<file path="config.mk">
export PLATFORM = sky130hd
export DESIGN_NAME = egp_port
export DESIGN_NICKNAME = d
export VERILOG_FILES = /design/src/rtl/egp_pkg.sv /design/src/rtl/egp_pad_cell.sv /design/src/rtl/egp_port.sv
export SDC_FILE = /design/constraint.sdc
export NUM_CORES = 1
export LEC_CHECK = 0
export BUFFER_PORTS_ARGS = -buffer_cell sky130_fd_sc_hd__buf_2
export CAP_MARGIN = 20
export CORE_MARGIN = 2
export CORE_UTILIZATION = 40
export DETAILED_ROUTE_END_ITERATION = 7
export PLACE_DENSITY = 0.72
export SLEW_MARGIN = 20
export SYNTH_ARGS = -nofsm -noshare
export SYNTH_HDL_FRONTEND = slang
export SYNTH_HIERARCHICAL = 1
export SYNTH_SLANG_ARGS = --single-unit
</file>
<file path="constraint.sdc">
create_clock -name core_clk -period 2.25 [get_ports core_clk]
set_input_delay 0.45 -clock core_clk [delete_from_list [all_inputs] [get_ports core_clk]]
set_output_delay 0.45 -clock core_clk [all_outputs]
set_load 0.01 [all_outputs]
</file>
<file path="src/rtl/egp_pkg.sv">
package egp_pkg;

	////////////////////////////////////////////////////////////////////////////
	// widths
	localparam int EGP_PORT_W = 8;
	localparam int EGP_DATA_W = 16;
	localparam int EGP_ADDR_W = 16;

	////////////////////////////////////////////////////////////////////////////
	// register map, peripheral word addresses
	localparam logic [EGP_ADDR_W-1:0] EGP_PIN_DIRECTION_ADDR = 16'h3400;
	localparam logic [EGP_ADDR_W-1:0] EGP_PIN_LEVEL_ADDR     = 16'h3401;

	////////////////////////////////////////////////////////////////////////////
	// reset values and field positions
	localparam logic [EGP_PORT_W-1:0] EGP_DIR_RESET      = 8'h00;
	localparam logic [EGP_DATA_W-1:0] EGP_RDATA_IDLE     = 16'h0000;
	localparam int                    EGP_BIT_THREE      = 3;
	localparam int                    EGP_BIT_FIVE       = 5;
	localparam int                    EGP_STRAP_BIT      = 7;
	localparam logic [EGP_PORT_W-1:0] EGP_SHARED_MASK    = 8'h28;

	////////////////////////////////////////////////////////////////////////////
	// carriers
	typedef struct packed {
		logic                  sel;
		logic                  wr;
		logic [EGP_ADDR_W-1:0] addr;
		logic [EGP_DATA_W-1:0] wdata;
	} egp_bus_req_t;

	typedef struct packed {
		logic                  ack;
		logic [EGP_DATA_W-1:0] rdata;
	} egp_bus_rsp_t;

	typedef struct packed {
		logic clk_out;
		logic clk_oe;
		logic fs_out;
		logic fs_oe;
	} egp_serial_drive_t;

	////////////////////////////////////////////////////////////////////////////
	// address decode
	function automatic logic egp_hit(
		input logic [EGP_ADDR_W-1:0] addr,
		input logic [EGP_ADDR_W-1:0] offset
	);
		return addr == offset;
	endfunction

endpackage

</file>
<file path="src/rtl/egp_pad_cell.sv">
`timescale 1ns/10ps
module egp_pad_cell
	import egp_pkg::*;
(
	input  wire logic alt_sel,
	input  wire logic gpio_dir,
	input  wire logic gpio_level,
	input  wire logic alt_out,
	input  wire logic alt_oe,
	output logic      pad_out,
	output logic      pad_oe
);

	////////////////////////////////////////////////////////////////////////////
	// pad owner: port bit or serial function
	always_comb begin
		if (alt_sel) begin
			pad_out = alt_out;
			pad_oe  = alt_oe;
		end else begin
			pad_out = gpio_level;
			pad_oe  = gpio_dir;
		end
	end

endmodule // egp_pad_cell

</file>
<file path="src/rtl/egp_port.sv">
`timescale 1ns/10ps
// How it works
// eight pins, bit 0 lowest, bit 7 highest
// both registers read and written over bus
// direction register decoded at 0x3400
// level register decoded at 0x3401
// pads of bits 3, 5 shared with serial
// strap low: shared pads are port bits
// strap high: shared pads serve serial port
// pad function latched at reset release, held
// eight direction bits, cleared by reset
// direction 0: driver off, pin is input
// direction 1: driver on, pin is output
// input pin reads its level
// output pin driven from level bit
// after reset level bits show pin levels
// upper byte reads zero, writes ignored
module egp_port
	import egp_pkg::*;
#(
	parameter int PORT_W = EGP_PORT_W,
	parameter int DATA_W = EGP_DATA_W
)
(
	input  wire logic              core_clk,
	input  wire logic              rst_n,
	input  wire logic              ce,
	input  wire egp_bus_req_t      bus_req,
	output egp_bus_rsp_t           bus_rsp,
	input  wire logic [PORT_W-1:0] pad_in,
	output logic      [PORT_W-1:0] pad_out,
	output logic      [PORT_W-1:0] pad_oe,
	input  wire egp_serial_drive_t serial2_drive,
	output logic                   serial2_transmit_clock_in,
	output logic                   serial2_transmit_frame_sync_in,
	output logic                   serial_mode
);

	////////////////////////////////////////////////////////////////////////////
	// state
	logic [PORT_W-1:0] pin_direction;
	logic [PORT_W-1:0] pin_level;
	logic [PORT_W-1:0] next_pin_direction;
	logic [PORT_W-1:0] next_pin_level;
	logic              next_serial_mode;
	egp_bus_rsp_t      next_bus_rsp;
	logic              wr_dir;
	logic              wr_level;
	logic              rd_req;
	logic [PORT_W-1:0] alt_sel;
	logic [PORT_W-1:0] alt_out;
	logic [PORT_W-1:0] alt_oe;

	////////////////////////////////////////////////////////////////////////////
	// bus decode
	always_comb begin
		wr_dir   = bus_req.sel && bus_req.wr
			&& egp_hit(bus_req.addr, EGP_PIN_DIRECTION_ADDR);
		wr_level = bus_req.sel && bus_req.wr
			&& egp_hit(bus_req.addr, EGP_PIN_LEVEL_ADDR);
		rd_req   = bus_req.sel && !bus_req.wr;
	end

	////////////////////////////////////////////////////////////////////////////
	// next values
	always_comb begin
		next_pin_direction = pin_direction;
		next_pin_level     = pin_level;
		next_serial_mode   = serial_mode;
		next_bus_rsp       = '0;
		next_bus_rsp.rdata = EGP_RDATA_IDLE;
		if (!rst_n) begin
			next_pin_direction = EGP_DIR_RESET;
			next_pin_level     = pad_in;
			next_serial_mode   = pad_in[EGP_STRAP_BIT];
		end else begin
			if (wr_dir) begin
				next_pin_direction = bus_req.wdata[PORT_W-1:0];
			end
			for (int k = 0; k < PORT_W; k++) begin
				if (!pin_direction[k]) begin
					next_pin_level[k] = pad_in[k];
				end else if (wr_level) begin
					next_pin_level[k] = bus_req.wdata[k];
				end
			end
			if (bus_req.sel) begin
				next_bus_rsp.ack = 1'b1;
			end
			if (rd_req && egp_hit(bus_req.addr, EGP_PIN_DIRECTION_ADDR)) begin
				next_bus_rsp.rdata = {{(DATA_W-PORT_W){1'b0}}, pin_direction};
			end else if (rd_req && egp_hit(bus_req.addr, EGP_PIN_LEVEL_ADDR)) begin
				next_bus_rsp.rdata = {{(DATA_W-PORT_W){1'b0}}, pin_level};
			end
		end
	end

	////////////////////////////////////////////////////////////////////////////
	// registers; reset overrides the clock enable
	always_ff @(posedge core_clk) begin
		if (!rst_n || ce) begin
			pin_direction <= next_pin_direction;
			pin_level     <= next_pin_level;
			serial_mode   <= next_serial_mode;
			bus_rsp       <= next_bus_rsp;
		end
	end

	////////////////////////////////////////////////////////////////////////////
	// pads
	always_comb begin
		alt_sel = '0;
		alt_out = '0;
		alt_oe  = '0;
		alt_sel[EGP_BIT_THREE] = serial_mode;
		alt_sel[EGP_BIT_FIVE]  = serial_mode;
		alt_out[EGP_BIT_THREE] = serial2_drive.clk_out;
		alt_oe[EGP_BIT_THREE]  = serial2_drive.clk_oe;
		alt_out[EGP_BIT_FIVE]  = serial2_drive.fs_out;
		alt_oe[EGP_BIT_FIVE]   = serial2_drive.fs_oe;
		serial2_transmit_clock_in      = pad_in[EGP_BIT_THREE];
		serial2_transmit_frame_sync_in = pad_in[EGP_BIT_FIVE];
	end

	generate
		for (genvar g = 0; g < PORT_W; g++) begin : g_pad
			egp_pad_cell u_cell (
				.alt_sel    (alt_sel[g]),
				.gpio_dir   (pin_direction[g]),
				.gpio_level (pin_level[g]),
				.alt_out    (alt_out[g]),
				.alt_oe     (alt_oe[g]),
				.pad_out    (pad_out[g]),
				.pad_oe     (pad_oe[g])
			);
		end
	endgenerate

	logic [PORT_W-1:0] port_only;
	assign port_only = ~(serial_mode ? EGP_SHARED_MASK : {PORT_W{1'b0}});
endmodule // egp_port

</file>
* After elaboration in Yosys (flattened, before gate mapping)
Cells that the tools add are included.
** Cells by class
- Add/sub/neg operators :: 0
- Multiply operators :: 0
- Divide/modulo/power cells :: 0
- Magnitude comparators :: 0
- Eq/ne operators :: 11
- Shift-type cells :: 0
- Muxes and demuxes :: 25
- Bitwise logic cells :: 1
- Reductions and logical operators :: 20
** Operators with widths (number)
- equality test 16 x 14 -> 1 bit, second input constant :: 2
- two-way mux 8 bit :: 4
- inequality test 3 x 2 -> 1 bit, second input constant :: 8
- two-way mux 1 bit :: 21
- AND reduction 2 bit :: 10
- logical AND 1 bit :: 6
- zero test 1 bit :: 2
- inequality test 2 x 1 -> 1 bit, second input constant :: 1
- OR reduction 2 bit :: 1
- logical OR 1 bit :: 1
- NOT 1 bit :: 1
** Word-level totals
- Flip-flop bits (word level) :: 34
- Latch bits :: 0
- RAM bits :: 0
- Memory bits (read-only) :: 0
- Input bits :: 49
- Output and inout port bits :: 36
- Word-level logic and storage cells :: 70
- Memories :: 0

* Logic depth before layout (Yosys ltp)
- Word-level depth :: 5
- Depth in mapped cells :: 4
- Mapped depth without buffers :: 3

* Modules after synthesis
The synthesis kept the hierarchy.
** By module, submodules not included
- egp_port :: instances 1, cells each 112, area an instance 1482.7 um2, sequential area each 780.7 um2
- egp_pad_cell :: instances 8, cells each 2, area an instance 22.5 um2, sequential area each 0.0 um2

* Worst setup path before layout
No wires, ideal clock.
- Path kind :: input to register
- Start point :: input bus_req[25] (netlist bit)
- End point :: register pin_direction[0], enable pin
- Library setup time :: 0.374 ns
- Arrival :: 1.539 ns
- Data required time :: 1.876 ns
- Slack :: 0.337 ns
- Stages :: 4
- Path buffers :: 1
- Path through :: nor4b_4 > nand4_4 > buf_6 > o21ai_1
** On the way
- Word-level cells in the longest chain between the ends :: 4
** Ends and longest elaborated chain
- start: declaration :: line egp_port.sv:28 : input wire egp_bus_req_t bus_req,
- equality test 16 x 14 -> 1 bit :: line egp_pkg.sv:50 : return addr == offset;
- logical AND 1 bit :: line egp_port.sv:58 : && egp_hit(bus_req.addr, EGP_PIN_DIRECTION_ADDR);
- inequality test 2 x 1 -> 1 bit (no source line)
- AND reduction 2 bit (no source line)
- end signal: assignment :: line egp_port.sv:102 : pin_direction <= next_pin_direction;
- end: declaration :: line egp_port.sv:41 : logic [PORT_W-1:0] pin_direction;
No other way between the ends.
A chain may end at the register's enable or synchronous reset.

* Worst setup path after layout
- Start point :: register serial_mode
- End point :: output pad_oe[5]
** On the way
- Word-level cells in the longest chain between the ends :: 1
** Ends and longest elaborated chain
- start: declaration :: line egp_port.sv:36 : output logic serial_mode
- start signal: assignment :: line egp_port.sv:104 : serial_mode <= next_serial_mode;
- two-way mux 1 bit :: line egp_pad_cell.sv:17 : if (alt_sel) begin
- end: declaration :: line egp_port.sv:32 : output logic [PORT_W-1:0] pad_oe,
No other way between the ends.

==> metrics.cfg <==
[die]
ios = 85
start_util_pct = 41.6
fp.dieArea_sq_um = 4690
core_area_sq_um = 4000
rows = 23
die_x_microns = 68.5
fp.dieH_microns = 68.5

[sta]
hold-worst-slack_ns = 0.362
layout_min_cycle_time_ns = 1.65
setup_viol = 0
skew_ns = 0.00527
fmax_mhz = 605
period_share_pct = 73.5
rsz0062_at_grt = false
tns_ns = 0
hold_violations = 0
drv_slew = 0

[worst_setup_path]
end_kind = output port
cp.required_ns = 1.80
crit_path_start_kind = register
critical_path_class = reg2out
critPathMaxFanout = 5
critPathSlowestCell = edfxtp_1
worstPathArrival_ns = 1.20
crit_chain = mux2_2 -> buf_2
slowest_delay_ns = 0.44

[drt]
routed_via_density = 4.52
vias = 1212
drc_errors = 0
routed_wl_microns = 3280
route.antenna.remaining_nets = 0
first_pass_iters = 4
drtIter0Drc = 64
routedWlPerCell_microns = 12.2

[power_and_ir_drop]
p_leak_uw = 0.000968
pwr_density_cell_nw_per_um2 = 560
vdd.ir_drop.worst_mv = 0.320

[synth]
syn_area_sq_um = 1660
ys_warn_count = 6
synth_area_leaders = edfxtp_1 47%, mux2_2 16%, mux2i_1 4.8%, nor3_2 4.8%, buf_4 4.5%
yosysMostFrequentCell = edfxtp_1
synth_edf_count = 26
synth_ff_type = edfxtp_1
netlist.area_leader.share_pct = 47.0
synth_area_per_cell_sq_um = 13.0
async_flop_share_pct = 0
netlist-cell-type-count = 22
synth_seq_cells = 26
synth_area_leader_cell = edfxtp_1
postSynthCellCount = 128
synthTopCellsByCount = 26 x edfxtp_1, 24 x mux2_2, 10 x buf_4, 10 x nand2b_1, 9 x and2_1
yosysSeqAreaShare_pct = 47.0

[clock_tree]
cts_root_buf = clkbuf_8
clk_pin_slew_ns = 0.09
cts_repair_resize_count = 0
cts.path.max_buffers = 2
cts_tree = done
postCtsSetupBuffers = 0
cts_buffers = 3
cts_max_level = 1
clk_latency_ns = 0.27
clock_sinks = 26
holdBufCountCts = 0

[outcome]
status = complete, no violations

[global_route]
grt_pass1_wl_microns = 5020
grt.total_usage_pct = 14.8
grt_start_max_net_pins = 30
gr-total-overflow = 0
grt_pass1_vias = 1100
antenna_found_initial = 0

[finish]
drive_gt1_share_pct = 51.8
utilization_pct = 54.3
syn2layout_area_growth_pct = 30.7
antenna_cells = 0
fillers = 369
fin_nets = 268

[placement]
finalWeightedCongestion = 0.699
dp_hpwl_microns = 2600
io_buffer_count = 68

[run]
cap_violations = 0

[min_path]
min_path_type = in2reg

final cells by class:
| type | count | area (sq um) | area share, % |
|---|---|---|---|
| clock buffer | 3 | 41.3 | 1.90 |
| clock inverter | 1 | 30.0 | 1.38 |
| inverter | 1 | 3.75 | 0.173 |
| multi-input combinational | 115 | 885 | 40.7 |
| sequential | 26 | 781 | 35.9 |
| tap | 50 | 62.6 | 2.88 |
| timing repair buffer | 72 | 370 | 17.0 |
path summary, 6_finish.rpt:
check                   start      endpoint  slack [ns]  depth (start not counted)
max               serial_mode     pad_oe[5]        0.60                          2
min                 pad_in[7]   serial_mode        0.36                          1
max reg2reg  pin_direction[5]  pin_level[5]        1.10                          2
min reg2reg      pin_level[0]    bus_rsp[0]        0.66                          2
critical path, delay by kind of cell, from the launching register on:
family                 cells  cell delay, ns
flip-flops                 1            0.44
multiplexers               1            0.35
buffers and inverters      1            0.14
placed cells by master, fill, tap and decap left out, types with 7 or more instances in the layout:
master,n
and2_1,9
nor3_2,8
edfxtp_1,26
nand2_1,8
nand2b_1,10
mux2_2,24
conb_1,32
buf_2,68
mux2i_1,8
o211ai_1,7
kinds of logic (layout without fill, tap and decap cells):
family / count (synthesis) / count (layout) / synth area share (%)
and+or+nand+nor: 42 / 42 / 20.7
muxes: 32 / 32 / 21.1
AOI/OAI and AO/OA: 9 / 9 / 4.21
buffers and inverters: 18 / 77 / 6.85
DFF: 26 / 26 / 47.0
other: 1 / 32 / 0.226
metal layers:
metal	routed length [microns]	global-route usage [%]	share of wire, %
met1	1380	19.4	42
met3	232	2.63	7.1
met4	58	6.00	1.8
met2	1610	24.2	49
met5	0	0	0
registers in the layout, summed over array words and instances (netlist names):
register       flops
bus_rsp            9
pin_direction      8
pin_level          8
serial_mode        1
where the power goes:
part / total (uW) / switching [uW] / internal, uW
logic: 233 / 115 / 118
clock network: 391 / 153 / 238
registers: 593 / 21.1 / 572
total: 1220 / 289 / 928
stage by stage:
stage          std cells  total power [uW]  instance area, sq um  setup WS [ns]
4_1_cts              268              1230                  2170          0.581
3_5_place_dp         264               839                  2100          0.428
6_report             268              1220                  2170          0.596
5_1_grt              268              1280                  2170          0.530
2_1_floorplan        159               753                  1780          0.337
3_3_place_gp         264               834                  2100          0.455
(Power assumes the default switching activity.)
